<file path="src/rtl/icsra_pkg.sv">
// Package: offsets, field positions, reset values and counts for the indirect CSR window
package icsra_pkg;

  localparam logic [7:0]  WINDOW_OFFSET     = 8'h5C;
  localparam int          SEL_LSB           = 0;
  localparam int          SEL_W             = 6;
  localparam int          WRITE_FLAG_BIT    = 7;
  localparam int          WDATA_LSB         = 14;
  localparam int          WDATA_W           = 18;
  localparam int          OWN_BITS_W        = 14;

  localparam logic [5:0]  SEL_RANGE_ENABLE  = 6'h05;
  localparam logic [5:0]  SEL_DIAGNOSTIC    = 6'h06;
  localparam logic [5:0]  SEL_FAILING_DATA  = 6'h07;
  localparam logic [5:0]  SEL_OFFLEN_BASE   = 6'h20;

  localparam int          EXT_ENABLE_BIT    = 26;
  localparam int          STD_ENABLE_BIT    = 25;
  localparam int          OFFSET_LSB        = 20;
  localparam int          OFFSET_W          = 12;
  localparam int          ALEN_LSB          = 18;
  localparam int          DLEN_LSB          = 16;
  localparam int          HOST_ADDR_W       = 20;
  localparam int          OFFLEN_COUNT      = 32;
  localparam int          NODE_RESET_BIT    = 30;
  localparam int          LOCAL_INIT_BIT    = 22;

  localparam logic [31:0] RANGE_ENABLE_RST  = 32'h0000_0000;
  localparam logic [31:0] FAILING_DATA_RST  = 32'h0000_0000;
  localparam logic [31:0] OFFLEN_RST        = 32'h0000_0000;
  localparam logic [7:0]  WINDOW_RST        = 8'h00;

  localparam logic [1:0]  ALEN_EXTENDED     = 2'h0;
  localparam logic [1:0]  ALEN_INVALID      = 2'h1;
  localparam logic [1:0]  ALEN_SHORT        = 2'h2;
  localparam logic [1:0]  ALEN_STANDARD     = 2'h3;
  localparam logic [1:0]  DLEN_INVALID      = 2'h0;
  localparam logic [1:0]  DLEN_BYTE         = 2'h1;
  localparam logic [1:0]  DLEN_WORD         = 2'h2;
  localparam logic [1:0]  DLEN_LONG         = 2'h3;

  // Cycles SYSRESET* is held after initialization (arbitrary default, 200 ns)
  localparam int          SYSRESET_NS       = 200;
  localparam int          CLK_PERIOD_NS     = 10;
  localparam int          SYSRESET_CYCLES   = (SYSRESET_NS + CLK_PERIOD_NS - 1) / CLK_PERIOD_NS;
  localparam logic [7:0]  SYSRESET_CNT_RST  = 8'(SYSRESET_CYCLES);

  typedef enum logic [1:0] {
    ICSRA_SPACE_NONE,
    ICSRA_SPACE_SHORT,
    ICSRA_SPACE_STANDARD,
    ICSRA_SPACE_EXTENDED
  } icsra_space_type;

endpackage

</file>
<file path="src/rtl/icsra_slave_gate.sv">
// VME slave address-range acceptance gate
`timescale 1ns/1ps
module icsra_slave_gate (
  input  wire logic                         std_enable_i,
  input  wire logic                         ext_enable_i,
  input  wire icsra_pkg::icsra_space_type   space_i,
  input  wire logic [31:0]                  addr_i,
  input  wire logic                         am_valid_i,
  output logic                              accept_o
);

  always_comb
  begin
    accept_o = 1'b0;
    case (space_i)
      icsra_pkg::ICSRA_SPACE_EXTENDED:
        accept_o = ext_enable_i && (addr_i[31:29] == 3'h0) && am_valid_i;
      icsra_pkg::ICSRA_SPACE_STANDARD:
        accept_o = std_enable_i && !addr_i[23] && am_valid_i;
      default:
        accept_o = 1'b0;
    endcase
  end

endmodule // icsra_slave_gate

</file>
<file path="src/rtl/icsra_top.sv">
// Indirect CSR access window with range enable, failing data and offset/length registers
`timescale 1ns/1ps
module icsra_top (
  input  wire logic                         clk_sys_i,
  input  wire logic                         rstn_i,
  input  wire logic                         win_wr_i,
  input  wire logic                         win_rd_i,
  input  wire logic [31:0]                  win_wdata_i,
  output logic      [31:0]                  win_rdata_o,
  input  wire logic                         bus_err_wr_i,
  input  wire logic [31:0]                  bus_err_wdata_i,
  input  wire logic                         dev_cfg_wr_i,
  input  wire logic [31:0]                  dev_cfg_wdata_i,
  input  wire logic [31:0]                  vme_data_i,
  input  wire logic                         timeout_i,
  input  wire logic                         timeout_clear_i,
  input  wire logic                         self_test_pass_i,
  input  wire logic                         slv_req_i,
  input  wire logic                         slv_is_host_i,
  input  wire icsra_pkg::icsra_space_type   slv_space_i,
  input  wire logic [31:0]                  slv_addr_i,
  input  wire logic                         slv_am_valid_i,
  output logic                              slv_accept_o,
  input  wire logic [4:0]                   host_sel_i,
  input  wire logic [19:0]                  host_addr_i,
  input  wire logic                         host_write_i,
  input  wire logic [3:0]                   host_mask_i,
  output logic [31:0]                       vme_addr_o,
  output icsra_pkg::icsra_space_type        vme_space_o,
  output logic [2:0]                        vme_size_o,
  output logic                              vme_cycle_ok_o,
  output logic                              self_test_fail_n_o,
  output logic                              sysreset_n_o,
  output logic                              local_init_o
);

  logic [7:0]   window_q;
  logic [31:0]  range_enable_q;
  logic [31:0]  failing_data_q;
  logic         frozen_q;
  logic [31:0]  offlen_q [0:icsra_pkg::OFFLEN_COUNT-1];
  logic [31:0]  rdata_q;
  logic         stf_n_q;
  logic [7:0]   sysreset_cnt_q;
  logic         local_init_q;
  logic [31:0]  vme_data_s1_q;
  logic [31:0]  vme_data_s2_q;
  logic         timeout_s1_q;
  logic         timeout_s2_q;
  logic         stp_s1_q;
  logic         stp_s2_q;
  logic         init_n;
  logic         node_reset;
  logic [5:0]   wsel;
  logic         wflag;
  logic [17:0]  wdata;
  logic [31:0]  sel_value;
  logic [31:0]  chosen;
  logic         slv_accept_raw;

  // Size in bytes as a 3-bit count from a byte mask
  function automatic logic [2:0] mask_bytes(input logic [3:0] m);
    mask_bytes = 3'(m[0]) + 3'(m[1]) + 3'(m[2]) + 3'(m[3]);
  endfunction

  // Register contents for a select code; unmapped codes yield zero
  function automatic logic [31:0] sel_read(input logic [5:0] s,
                                           input logic [31:0] rng,
                                           input logic [31:0] fdr,
                                           input logic [31:0] ol);
    if (s == icsra_pkg::SEL_RANGE_ENABLE)
      sel_read = rng;
    else if (s == icsra_pkg::SEL_FAILING_DATA)
      sel_read = fdr;
    else if (s >= icsra_pkg::SEL_OFFLEN_BASE)
      sel_read = {ol[31:16], 16'h0000};
    else
      sel_read = 32'h0000_0000;
  endfunction

  assign node_reset = bus_err_wr_i && bus_err_wdata_i[icsra_pkg::NODE_RESET_BIT];
  assign init_n     = rstn_i && !node_reset;
  assign wsel       = win_wdata_i[icsra_pkg::SEL_LSB +: icsra_pkg::SEL_W];
  assign wflag      = win_wdata_i[icsra_pkg::WRITE_FLAG_BIT];
  assign wdata      = win_wdata_i[icsra_pkg::WDATA_LSB +: icsra_pkg::WDATA_W];

  always_ff @(posedge clk_sys_i)
  begin
    vme_data_s1_q <= vme_data_i;
    vme_data_s2_q <= vme_data_s1_q;
    timeout_s1_q  <= timeout_i;
    timeout_s2_q  <= timeout_s1_q;
    stp_s1_q      <= self_test_pass_i;
    stp_s2_q      <= stp_s1_q;
  end

  // Flag and select must come in the same write, so they are captured together
  always_ff @(posedge clk_sys_i)
  begin
    if (!init_n)
      window_q <= icsra_pkg::WINDOW_RST;
    else if (win_wr_i)
      window_q <= {wflag, 1'b0, wsel};
  end

  always_ff @(posedge clk_sys_i)
  begin
    if (!init_n)
      range_enable_q <= icsra_pkg::RANGE_ENABLE_RST;
    else if (win_wr_i && wflag && wsel == icsra_pkg::SEL_RANGE_ENABLE)
      range_enable_q <= {wdata, 14'h0000};
  end

  genvar gi;
  generate
    for (gi = 0; gi < icsra_pkg::OFFLEN_COUNT; gi++)
    begin : g_offlen
      always_ff @(posedge clk_sys_i)
      begin
        if (!init_n)
          offlen_q[gi] <= icsra_pkg::OFFLEN_RST;
        else if (win_wr_i && wflag && wsel == (icsra_pkg::SEL_OFFLEN_BASE | 6'(gi)))
          offlen_q[gi] <= {wdata, 14'h0000};
      end
    end
  endgenerate

  // Timeout locks; a clear in the same cycle as a new timeout leaves it locked
  always_ff @(posedge clk_sys_i)
  begin
    if (!init_n)
      frozen_q <= 1'b0;
    else if (timeout_s2_q)
      frozen_q <= 1'b1;
    else if (timeout_clear_i)
      frozen_q <= 1'b0;
  end

  always_ff @(posedge clk_sys_i)
  begin
    if (!init_n)
      failing_data_q <= icsra_pkg::FAILING_DATA_RST;
    else if (!frozen_q && !timeout_s2_q)
      failing_data_q <= vme_data_s2_q;
  end

  assign sel_value = sel_read(window_q[5:0], range_enable_q, failing_data_q,
                              offlen_q[window_q[4:0]]);

  // Read data is registered for a one-cycle answer after the read strobe
  always_ff @(posedge clk_sys_i)
  begin
    if (!init_n)
      rdata_q <= 32'h0000_0000;
    else if (win_rd_i && window_q[icsra_pkg::WRITE_FLAG_BIT])
      rdata_q <= {sel_value[31:14], 6'h00, window_q};
    else if (win_rd_i)
      rdata_q <= sel_value;
  end

  assign win_rdata_o = rdata_q;

  icsra_slave_gate u_gate (
    .std_enable_i (range_enable_q[icsra_pkg::STD_ENABLE_BIT]),
    .ext_enable_i (range_enable_q[icsra_pkg::EXT_ENABLE_BIT]),
    .space_i      (slv_space_i),
    .addr_i       (slv_addr_i),
    .am_valid_i   (slv_am_valid_i),
    .accept_o     (slv_accept_raw)
  );

  // Host-originated cycles never pass the range gate, whatever the enables say
  assign slv_accept_o = slv_req_i && !slv_is_host_i && slv_accept_raw;

  assign chosen = offlen_q[host_sel_i];

  always_comb
  begin
    vme_addr_o     = {chosen[icsra_pkg::OFFSET_LSB +: icsra_pkg::OFFSET_W], host_addr_i};
    vme_cycle_ok_o = 1'b1;
    case (chosen[icsra_pkg::ALEN_LSB +: 2])
      icsra_pkg::ALEN_EXTENDED: vme_space_o = icsra_pkg::ICSRA_SPACE_EXTENDED;
      icsra_pkg::ALEN_STANDARD: vme_space_o = icsra_pkg::ICSRA_SPACE_STANDARD;
      icsra_pkg::ALEN_SHORT:
      begin
        vme_space_o    = icsra_pkg::ICSRA_SPACE_SHORT;
        vme_cycle_ok_o = 1'b0;
      end
      default:
      begin
        vme_space_o    = icsra_pkg::ICSRA_SPACE_NONE;
        vme_cycle_ok_o = 1'b0;
      end
    endcase
    if (host_write_i)
    begin
      vme_size_o = mask_bytes(host_mask_i);
      if (host_mask_i == 4'h0)
        vme_cycle_ok_o = 1'b0;
    end
    else
    begin
      case (chosen[icsra_pkg::DLEN_LSB +: 2])
        icsra_pkg::DLEN_BYTE: vme_size_o = 3'h1;
        icsra_pkg::DLEN_WORD: vme_size_o = 3'h2;
        icsra_pkg::DLEN_LONG: vme_size_o = 3'h4;
        default:
        begin
          vme_size_o     = 3'h0;
          vme_cycle_ok_o = 1'b0;
        end
      endcase
    end
  end

  always_ff @(posedge clk_sys_i)
  begin
    if (!init_n)
      stf_n_q <= 1'b0;
    else if (stp_s2_q)
      stf_n_q <= 1'b1;
  end

  always_ff @(posedge clk_sys_i)
  begin
    if (!init_n)
      sysreset_cnt_q <= icsra_pkg::SYSRESET_CNT_RST;
    else if (sysreset_cnt_q != 8'h00)
      sysreset_cnt_q <= sysreset_cnt_q - 8'h01;
  end

  always_ff @(posedge clk_sys_i)
  begin
    if (!init_n)
      local_init_q <= 1'b0;
    else
      local_init_q <= dev_cfg_wr_i && dev_cfg_wdata_i[icsra_pkg::LOCAL_INIT_BIT];
  end

  assign self_test_fail_n_o = stf_n_q;
  assign sysreset_n_o       = (sysreset_cnt_q == 8'h00);
  assign local_init_o       = local_init_q;

endmodule // icsra_top

</file>
<file path="config.mk">
export PLATFORM = sky130hd
export DESIGN_NAME = icsra_top
export DESIGN_NICKNAME = d
export VERILOG_FILES = /design/src/rtl/icsra_pkg.sv /design/src/rtl/icsra_slave_gate.sv /design/src/rtl/icsra_top.sv
export SDC_FILE = /design/constraint.sdc
export NUM_CORES = 1
export LEC_CHECK = 0
export ABC_AREA = 0
export BUFFER_PORTS_ARGS = -buffer_cell sky130_fd_sc_hd__buf_2
export CAP_MARGIN = 10
export CORE_MARGIN = 5
export CORE_UTILIZATION = 40
export CTS_CLUSTER_DIAMETER = 150
export DETAILED_ROUTE_END_ITERATION = 8
export PLACE_DENSITY = 0.58
export SKIP_CTS_REPAIR_TIMING = 1
export SLEW_MARGIN = 20
export SYNTH_ARGS = -nofsm -noshare
export SYNTH_HDL_FRONTEND = slang
export SYNTH_SLANG_ARGS = --single-unit
</file>
<file path="constraint.sdc">
create_clock -name clk_sys_i -period 2.25 [get_ports clk_sys_i]
set_input_delay 0.225 -clock clk_sys_i [delete_from_list [all_inputs] [get_ports clk_sys_i]]
set_output_delay 0.225 -clock clk_sys_i [all_outputs]
set_load 0.1 [all_outputs]
</file>
# Word level (Yosys, flattened, before mapping)
# Memories as Yosys holds them, arrays and structs flattened. A register that Yosys moved wholly into a read port is not among the register bits.
# Cells that the tools add are included.
dict set report totals {
  register_bits 168
  latch_bits 0
  mem_bits_rw 576
  romBits 0
  elab_cells 302
  n_memories 1
}
# name words width rd rd_ports_with_merged_regs write_ports line
set mem_list {}
lappend mem_list {offlen_q 32 18 2 1 32 icsra_top.sv:41} ;# logic [31:0] offlen_q [0:icsra_pkg::OFFLEN_COUNT-1];
dict set report classes {
  add_sub_neg 4
  mul 0
  n_div 0
  order_cmp 1
  eq_ne 42
  shift 0
  muxes 146
  bitwise_logic 33
  reduce_logical 60
}
# cell n
set op_table {}
lappend op_table {{18-bit 2-to-1 mux} 32}
lappend op_table {{6-bit == test, second input constant} 32}
lappend op_table {{32-bit 2-to-1 mux} 5}
lappend op_table {{1-bit 2-to-1 mux} 103}
lappend op_table {{1-bit logical AND} 45}
lappend op_table {{1-bit OR} 32}
lappend op_table {{6-bit by 3-bit == test with 1-bit output, second input constant} 3}
lappend op_table {{2-bit == test, second input constant} 6}
lappend op_table {{5-bit 2-to-1 mux} 2}
lappend op_table {{3-bit one-hot mux with 3 select lines} 1}
lappend op_table {{8-bit logical NOT} 1}
lappend op_table {{8-bit nonzero test} 1}
lappend op_table {{8-bit by 1-bit subtractor with 8-bit output, second input constant} 1}
lappend op_table {{6-bit greater-or-equal comparator, second input constant} 1}
lappend op_table {{2-bit one-hot mux with 3 select lines} 1}
lappend op_table {{1-bit logical NOT} 5}
lappend op_table {{4-bit logical NOT} 1}
lappend op_table {{2-bit nonzero test} 2}
lappend op_table {{2-bit OR reduction} 2}
lappend op_table {{2-bit by 1-bit adder with 3-bit output} 1}
lappend op_table {{3-bit by 1-bit adder with 3-bit output} 1}
lappend op_table {{3-bit logical NOT} 1}
lappend op_table {{3-bit 2-to-1 mux} 1}
lappend op_table {{3-bit OR reduction} 1}
lappend op_table {{other kinds (5)} 5}

# Depth between registers and ports, before layout
# Gate-level depths: netlist (run 1).
dict set report depth {
  word_depth 6
  mapped_depth 8
  depth_no_buf 7
}

# Hierarchy
# Synthesis (run 1) repeated with hierarchy kept, for this count alone.
dict set report unflattened {
  hier_cells 2276
  hier_area_um2 32986.6
}
# mod instances cells_each area_per_inst_um2 seq_area_each_um2
set modules_own_cells {}
lappend modules_own_cells {icsra_top 1 2272 32956.6 18838.1}
lappend modules_own_cells {icsra_slave_gate 1 4 30.0 0.0}

# Worst setup path before layout (run 1)
# Ideal clock, no wire load.
dict set report synth_timing {
  kind {input port to output port}
  start {in host_sel_i[2]}
  end {out vme_cycle_ok_o}
  arrival_time_ns 4.672
  setup_slack_ns -2.647
  stages 7
  path_buffers 2
  path_cell_list {clkbuf_1 buf_2 mux4_2 mux4_2 mux2i_2 xnor2_1 o311a_1}
}
dict set report synth_between {
  elab_chain_len 6
  elab_cells_between_ends 12
  cone_classes {4 x eq/ne; 4 x mux; 3 x reduce/logical; 1 x memory}
}
# item line
set synth_lines {}
lappend synth_lines {{from (decl)} icsra_top.sv:24} ;# input wire logic [4:0] host_sel_i,
lappend synth_lines {{memory read 32 x 18 bit *} --}
lappend synth_lines {{2-bit == test or 2-bit logical NOT (tied branches)} icsra_top.sv:181} ;# case (chosen[icsra_pkg::ALEN_LSB +: 2])
lappend synth_lines {{2-bit OR reduction (no line)} --}
lappend synth_lines {{1-bit 2-to-1 mux} icsra_top.sv:181}
lappend synth_lines {{1-bit 2-to-1 mux (on tied branches)} {icsra_top.sv:203, icsra_top.sv:198}}
lappend synth_lines {{1-bit 2-to-1 mux *} icsra_top.sv:195} ;# if (host_write_i)
lappend synth_lines {{to (decl)} icsra_top.sv:31} ;# output logic vme_cycle_ok_o,
# Every way passes the cells marked *; elsewhere a longest branch is shown, timed or not.

==> results of run 1 <==
-- worst max-delay path, stage by stage (launching register included) --
cell                       delay, ns
sky130_fd_sc_hd__edfxtp_1       0.41
sky130_fd_sc_hd__mux4_2         0.47
sky130_fd_sc_hd__mux4_2         0.56
sky130_fd_sc_hd__mux2i_2        0.20
sky130_fd_sc_hd__buf_4          0.17
sky130_fd_sc_hd__xnor2_4        0.15
sky130_fd_sc_hd__o311a_4        0.25
sky130_fd_sc_hd__buf_12         0.17
-- synth_stat cells, drive strengths merged, types with 13 or more instances --
cell type    n
mux2i       61
and2       517
a31oi       17
nand3       38
a22oi       42
clkbuf     151
dfxtp      173
nand2       92
nor2        77
mux2        32
buf         74
mux4       288
o21ai       38
nand2b      13
edfxtp     512
nor2b       25
a21oi       64
-- worst min path at each step --
stage | from | to | depth (start not counted)
2_1_floorplan | self_test_pass_i | stp_s1_q | 0
5_1_grt | win_wr_i | window_q[7] | 3
4_1_cts | vme_data_i[10] | vme_data_s1_q[10] | 1
6_report | win_wr_i | window_q[7] | 3
3_5_place_dp | vme_data_s1_q[22] | vme_data_s2_q[22] | 0
3_3_place_gp | vme_data_s1_q[22] | vme_data_s2_q[22] | 0
-- kinds of logic after synthesis --
| family | count (synthesis) | synth area share, % |
|---|---|---|
| and+or+nand+nor | 785 | 13.5 |
| adders and majority gates | 6 | 0.250 |
| xor gates and xnor gates | 7 | 0.186 |
| muxes | 381 | 22.6 |
| buffers and inverters | 235 | 3.09 |
| AOI/OAI and AO/OA | 177 | 3.23 |
| DFF | 685 | 57.1 |
-- layer usage --
metal / GRT usage, % / vias to the layer above
met5: 0 / -
met3: 3.98 / 210
met1: 30.3 / 10900
li1: - / 9019
met4: 7.84 / 4
met2: 38.9 / 977
-- metrics by stage --
stage               instances  total power [W]
floorplan                2276           0.0176
global placement         3437           0.0191
detailed placement       3437           0.0191
CTS                      3575           0.0317
global route             3641           0.0327
finish                   3644           0.0318
-- power by group --
group	switching [W]	internal, W	total, W	leakage, nW
clock network	0.00531	0.00729	0.0126	1.23
registers	0.000442	0.0143	0.0148	6.65
logic	0.00246	0.00193	0.00439	6.70
-- flip-flops by register name, summed over array words and instances, names as in the netlist, 7 cells and up, named ones only --
signal,count
win_rdata_o,32
sysreset_cnt_q,8
offlen_q,512
range_enable_q,18
vme_data_s2_q,32
failing_data_q,32
vme_data_s1_q,32
window_q,7
-- layout make-up --
cell class	instances	share of cell area [%]
clock inverters	49	1.29
inverters	10	0.0941
repair buffers	382	9.36
flip-flops and latches	685	47.2
clock buffers	89	5.04
diodes	3	0.0188
well taps	1070	3.35
multi-input cells	1356	33.6
==> reports/qor.csv, run 1 <==
metric,value,unit
status,finished with violations,
failing checks,setup timing,
clk root buf,sky130_fd_sc_hd__clkbuf_16,
PortBufs,140,
post-route cell area,0.0399,mm²
number of nets with antenna violations after routing,0,
relative area change from synthesis to final layout,21.0,%
"commonest non-fill, non-tap cell in the layout",sky130_fd_sc_hd__and2_1,
number of buffers inserted during clock tree synthesis,75,
Clock Pin Slew Worst Setup and Hold Paths,0.06,ns
IO Count,278,
Synth top area share,46.6,%
Post-Route Utilization,48.7,%
site row count,105,
Setup WS post-layout,-1.01,ns
initial antenna violation count,5,
distinct cell type count of the synthesized netlist,42,
final-layout setup total negative slack,-12.44,ns
measured slew at the worst slew-check pin,0.908,ns
maximum number of pins on one net before global-route repair,65,
start point of the critical path,offlen_q[19][5],
Worst Reg2Reg Path Length in Cells,6,
Setup WS pre-CTS,-0.556,ns
data required time at the worst endpoint,2.03,ns
"Arr. time, crit path",3.03,ns
max-capacitance violation count,0,
"leading cell types in the layout, fill and taps excluded","sky130_fd_sc_hd__and2_1, sky130_fd_sc_hd__edfxtp_1, sky130_fd_sc_hd__mux4_2",
multi-input logic area,0.0134,mm²
1st-iter DRT viols,2552,
Final Setup Violations,19,
Power Dens Cells,796,mW/mm²
total of fill cells in the finished design,6981,
HP Class,in -> reg,
crit path kind,reg -> out,
largest cells by area after synthesis,"sky130_fd_sc_hd__edfxtp_1, sky130_fd_sc_hd__mux4_2, sky130_fd_sc_hd__dfxtp_1, sky130_fd_sc_hd__and2_1, sky130_fd_sc_hd__mux2i_1",
leakage power,14.6,nW
maximum achievable frequency,307,MHz
Initial Utilization,40.2,%
DP Area,0.0365,mm²
netlist area before placement,0.0330,mm²
final hold violations,0,
global placement routability congestion,0.893,
die boundary width,297,µm
Post-Syn Nets,2486,
type of element capturing the critical path,output pin,
"Top FF cell, synth",sky130_fd_sc_hd__edfxtp_1,
Avg Synthesized Cell Area,14.5,µm²
end point of the critical path,vme_cycle_ok_o,
overall die area,0.0883,mm²
CTS sink count,685,
clock period minus final worst setup slack,3.26,ns
Worst VDD drop,0.756,mV
GRT Util Overall,23.0,%
number of DRC violations after detailed routing,0,
first drt pass iteration count,5,
share of cells above drive strength 1,32.5,%
tightest slew margin relative to the limit,39.5,%
vias,21100,
register-to-register setup slack,0.02,ns
number of warning messages in the yosys log,0,
maximum clock insertion buffer count,3,
via count of the first global-routing pass,21400,
core outline area,0.0820,mm²
Skew-Pair Late Insertion Delay,0.62,ns
sum of overflow across all layers after global routing,0,
final WL,105000,µm
detail-routed net length per standard cell,28.7,µm
number of flip-flops and latches in the synthesized netlist,685,
share of flip-flops with an asynchronous set or reset,0,%
Pins Over Slew Limit,0,
deepest level of the CTS H-tree,3,
period utilization,145,%
number of enable flip-flop cells after synthesis,512,
skew final,0.0272,ns
"Seq/Total Area, Yosys",57.1,%
height of the die,297,µm
Highest Signal Layer,met5,
Syn Inst Count,2276,
Metal-1 WL,40700,µm
setup repair after global routing missed its margin,yes,
CTS tree,done,
number of nets in the layout,2720,
worst hold margin,0.0264,ns
CP Launch Type,flip-flop,
Sequential Area,0.0189,mm²
Yosys top cell by area,sky130_fd_sc_hd__edfxtp_1,
endpoint of the most critical register-to-register path,win_rdata_o[22],
wire length of the first global-routing pass,149000,µm
maximum fanout along the worst path,2,
met3 wire len,8090,µm
estimated wirelength of the detail-placed design,69700,µm
vias per inst,5.80,
Detail Route met2 WL,51800,µm
(Power assumes the default switching activity.)
==> inputs of run 2 (changes only) <==
Settings changed: PLACE_DENSITY 0.58 to default, PLACE_DENSITY_LB_ADDON from default to 0.3, REMOVE_ABC_BUFFERS from default to 1.
==> run 2 against run 1 <==
  * The flow still finishes with violations (setup timing)
  * Maximum frequency increased by 0.61%
  * Clock skew is 0.0077 ns lower
  * Register-to-register slack is essentially flat
  * Non-clock buffer count up 38
  * Final area rose by 0.51%
  * Wire length is 1.4% higher
  * Hold slack improved by 0.018 ns
  * Total power down 0.69%
  * Sequential power hardly changed
  * Sequential share of layout area is 0.25 points lower
  * Worst setup slack improved by 0.020 ns
  * Critical path type unchanged
  * Largest cell class unchanged
==> reports/qor.csv, run 2 (synthesis gave the netlist of run 1 again) <==
metric,value,unit
status,finished with violations,
DP Area,0.0365,mm²
register-to-register setup slack,0.01,ns
total chip power,0.0315,W
clk root buf,sky130_fd_sc_hd__clkbuf_16,
CP Launch Type,flip-flop,
Worst VDD drop,0.577,mV
via count of the first global-routing pass,21400,
failing checks,setup timing,
maximum number of pins on one net before global-route repair,97,
vias per inst,5.85,
number of cells in the design after placement,3469,
max-capacitance violation count,0,
skew final,0.0194,ns
height of the die,297,µm
CTS tree,done,
CTS sink count,685,
crit path kind,reg -> out,
Setup WS pre-CTS,-0.582,ns
measured slew at the worst slew-check pin,0.851,ns
type of element capturing the critical path,output pin,
number of nets in the layout,2758,
tightest slew margin relative to the limit,43.3,%
Setup WS post-layout,-0.986,ns
Power Dens Cells,786,mW/mm²
global placement routability congestion,0.922,
post-route cell area,0.0401,mm²
maximum clock insertion buffer count,3,
period utilization,144,%
register name with the most flops,offlen_q,
share of cells above drive strength 1,33.4,%
maximum fanout along the worst path,3,
Initial Utilization,40.2,%
first drt pass iteration count,5,
setup repair after global routing missed its margin,yes,
core outline area,0.0820,mm²
non-filler instance count after layout,3675,
wire length of the first global-routing pass,151000,µm
site row count,105,
"commonest non-fill, non-tap cell in the layout",sky130_fd_sc_hd__and2_1,
Pins Over Slew Limit,0,
Final Setup Violations,19,
final hold violations,0,
IO Count,278,
data required time at the worst endpoint,2.03,ns
detail-routed net length per standard cell,28.8,µm
"Arr. time, crit path",3.01,ns
clock period minus final worst setup slack,3.24,ns
leakage power,14.7,nW
maximum achievable frequency,309,MHz
initial antenna violation count,9,
Clock Pin Slew Worst Setup and Hold Paths,0.06,ns
Skew-Pair Late Insertion Delay,0.65,ns
number of DRC violations after detailed routing,0,
sum of overflow across all layers after global routing,0,
final WL,106000,µm
1st-iter DRT viols,2608,
relative area change from synthesis to final layout,21.6,%
"leading cell types in the layout, fill and taps excluded","sky130_fd_sc_hd__and2_1, sky130_fd_sc_hd__edfxtp_1, sky130_fd_sc_hd__mux4_2",
HP Class,in -> reg,
PortBufs,140,
die boundary width,297,µm
worst hold margin,0.0440,ns
number of buffers inserted during clock tree synthesis,75,
estimated wirelength of the detail-placed design,73500,µm
GRT Util Overall,23.2,%
overall die area,0.0883,mm²
number of flip-flops under the largest register name,512,
deepest level of the CTS H-tree,3,
vias,21500,
number of nets with antenna violations after routing,0,
run 2: layer usage:
layer | vias to the layer above | wire (µm) | global-route usage [%]
met5 | - | 117 | 0.812
met4 | 6 | 5640 | 10.5
met3 | 236 | 11100 | 5.92
met2 | 1232 | 49100 | 36.7
met1 | 11000 | 40000 | 30.4
li1 | 9086 | - | -
run 2: final timing paths:
kind	from	to	depth (start not counted)
max	offlen_q[25][2]	vme_size_o[1]	7
min	rstn_i	sysreset_cnt_q[4]	3
max reg2reg	flip-flop	win_rdata_o[25]	8
min reg2reg	vme_data_s1_q[25]	vme_data_s2_q[25]	0
run 2: power by group:
group | total, W | internal, W | switching (W)
Sequential | 0.0148 | 0.0143 | 0.000457
Combinational | 0.00459 | 0.00198 | 0.00261
Clock | 0.0122 | 0.00690 | 0.00527
run 2: layout make-up:
class | instances | area, µm²
Fill cell | 6895 | 41900
Sequential cell | 685 | 18800
Multi-Input combinational cell | 1356 | 13500
Timing Repair Buffer | 420 | 4010
Clock buffer | 93 | 1960
Tap cell | 1070 | 1340
Clock inverter | 39 | 452
Inverter | 10 | 37.5
Antenna cell | 2 | 5.00
run 2: per-stage QoR:
stage | utilization (%) | setup TNS (ns)
finish | 48.9 | -13.13
global route | 48.9 | -13.73
CTS | 47.4 | -16.12
detailed placement | 44.5 | -8.69
global placement | 44.5 | -8.30
floorplan | - | -469.04
run 2: critical path, cell delays in order (launching register included):
cell and delay [ns]:
sky130_fd_sc_hd__edfxtp_1 0.41, sky130_fd_sc_hd__mux4_2 0.47, sky130_fd_sc_hd__mux4_2 0.59, sky130_fd_sc_hd__mux2_4 0.31
sky130_fd_sc_hd__nand2b_1 0.13, sky130_fd_sc_hd__o21ai_0 0.15, sky130_fd_sc_hd__buf_4 0.14, sky130_fd_sc_hd__buf_12 0.16
==> inputs of run 3 (changes only) <==
Settings changed: SKIP_CTS_REPAIR_TIMING 1 to default.
==> run 3 against run 2 <==
  * The flow still finishes with violations (setup timing)
  * Sequential power about the same
  * Largest power group unchanged
  * Cell count about the same
  * Highest routed layer unchanged
  * Hold slack worse by 0.0019 ns
  * Via count down 0.46%
  * Total power barely moved
  * Die area unchanged
  * Combinational power hardly changed
  * Register-to-register slack better by 0.02 ns
  * Largest cell class unchanged
  * Final area barely moved
==> reports/qor.csv, run 3 (synthesis gave the netlist of run 1 again) <==
metric,value,unit
Initial Utilization,40.2,%
endpoint of the most critical register-to-register path,win_rdata_o[21],
leakage power,14.7,nW
share of cells above drive strength 1,33.4,%
Clock Pin Slew Worst Setup and Hold Paths,0.06,ns
1st-iter DRT viols,2506,
maximum fanout along the worst path,2,
wire length of the first global-routing pass,153000,µm
period utilization,143,%
maximum number of pins on one net before global-route repair,97,
relative area change from synthesis to final layout,21.6,%
final-layout setup total negative slack,-12.91,ns
IO Count,278,
Final Setup Violations,19,
number of nets in the layout,2760,
final WL,106000,µm
maximum achievable frequency,311,MHz
final hold violations,0,
"commonest non-fill, non-tap cell in the layout",sky130_fd_sc_hd__and2_1,
register-to-register setup slack,0.03,ns
number of DRC violations after detailed routing,0,
CP Launch Type,flip-flop,
skew final,0.0199,ns
Pins Over Slew Limit,0,
Worst Reg2Reg Path Length in Cells,7,
die boundary width,297,µm
Power Dens Cells,786,mW/mm²
vias per inst,5.82,
core outline area,0.0820,mm²
global placement routability congestion,0.922,
GRT Util Overall,23.5,%
first drt pass iteration count,5,
"leading cell types in the layout, fill and taps excluded","sky130_fd_sc_hd__and2_1, sky130_fd_sc_hd__edfxtp_1, sky130_fd_sc_hd__mux4_2",
tightest slew margin relative to the limit,44.0,%
site row count,105,
data required time at the worst endpoint,2.03,ns
number of nets with antenna violations after routing,0,
sum of overflow across all layers after global routing,0,
Metal-1 WL,39700,µm
type of element capturing the critical path,output pin,
Worst VDD drop,0.574,mV
height of the die,297,µm
"Arr. time, crit path",2.99,ns
maximum clock insertion buffer count,3,
Highest Signal Layer,met5,
estimated wirelength of the detail-placed design,73500,µm
HP Class,in -> reg,
CTS sink count,685,
via count of the first global-routing pass,21700,
destination of the worst hold path,sysreset_cnt_q[4],
vias,21400,
status,finished with violations,
register name with the most flops,offlen_q,
worst hold margin,0.0421,ns
max-capacitance violation count,0,
Skew-Pair Late Insertion Delay,0.65,ns
Setup WS post-layout,-0.966,ns
number of buffers inserted during clock tree synthesis,75,
met3 wire len,11100,µm
setup repair after global routing missed its margin,yes,
measured slew at the worst slew-check pin,0.839,ns
overall die area,0.0883,mm²
Worst Hold Depth,3,
detail-routed net length per standard cell,28.8,µm
deepest level of the CTS H-tree,3,
number of flip-flops under the largest register name,512,
Post-Route Utilization,48.9,%
Detail Route met2 WL,49300,µm
clk root buf,sky130_fd_sc_hd__clkbuf_16,
CTS tree,done,
failing checks,setup timing,
worst hold path startpoint,rstn_i,
crit path kind,reg -> out,
PortBufs,140,
initial antenna violation count,8,
clock period minus final worst setup slack,3.22,ns
## run 3: stage by stage
stage | worst slack [ns] | cell area, µm² | std cells | power, W
floorplan | -3.49 | 32000 | 2051 | 0.0171
global placement | -0.603 | 36500 | 3469 | 0.0191
detailed placement | -0.582 | 36500 | 3469 | 0.0192
CTS | -0.985 | 39800 | 3652 | 0.0316
global route | -1.02 | 40100 | 3675 | 0.0324
finish | -0.966 | 40100 | 3678 | 0.0315
## run 3: report_power, final
part / internal (W) / leakage, nW / switching [W]
Sequential: 0.0143 / 6.65 / 0.000457
Clock: 0.00690 / 1.17 / 0.00525
Combinational: 0.00199 / 6.90 / 0.00261
Total: 0.0232 / 14.7 / 0.00832
## run 3: worst max-delay path by stage
stage / start / endpoint / slack [ns] / cells past startpoint
floorplan: flip-flop / win_rdata_o[18] / -3.49 / 5
global placement: host_sel_i[1] / vme_size_o[0] / -0.60 / 9
detailed placement: host_sel_i[1] / vme_size_o[0] / -0.58 / 9
CTS: offlen_q[14][4] / vme_cycle_ok_o / -0.99 / 6
global route: offlen_q[14][4] / vme_cycle_ok_o / -1.02 / 6
finish: offlen_q[14][4] / vme_cycle_ok_o / -0.97 / 6
## run 3: per-layer routing
| metal | vias to the layer above | GRT usage (%) |
|---|---|---|
| met3 | 221 | 6.15 |
| met5 | - | 0.812 |
| met1 | 10900 | 30.4 |
| met4 | 4 | 11.2 |
| met2 | 1247 | 37.1 |
| li1 | 9079 | - |
## run 3: timing repair
item / 4_1_cts / 5_1_grt
setup buffers: 9 / 23
endpoints found under the setup margin: 28 / 30
pin swaps: 6 / 9
gates resized for setup: 94 / 28
hold buffers: 42 / 0
hold endpoints to repair: 42 / 0
cloned: 3 / 0
## run 3: cell type report
cell class | count | area, µm²
Antenna cell | 3 | 7.51
Clock buffer | 93 | 1960
Clock inverter | 39 | 452
Fill cell | 6902 | 41900
Inverter | 10 | 37.5
Multi-Input combinational cell | 1356 | 13500
Sequential cell | 685 | 18800
Tap cell | 1070 | 1340
Timing Repair Buffer | 422 | 4020
## run 3: worst max-delay path, stage by stage, from the launching register on
cell	delay, ns
sky130_fd_sc_hd__edfxtp_1	0.41
sky130_fd_sc_hd__mux4_2	0.48
sky130_fd_sc_hd__mux4_2	0.61
sky130_fd_sc_hd__mux2i_2	0.23
sky130_fd_sc_hd__xnor2_1	0.18
sky130_fd_sc_hd__o311a_1	0.25
sky130_fd_sc_hd__buf_12	0.18
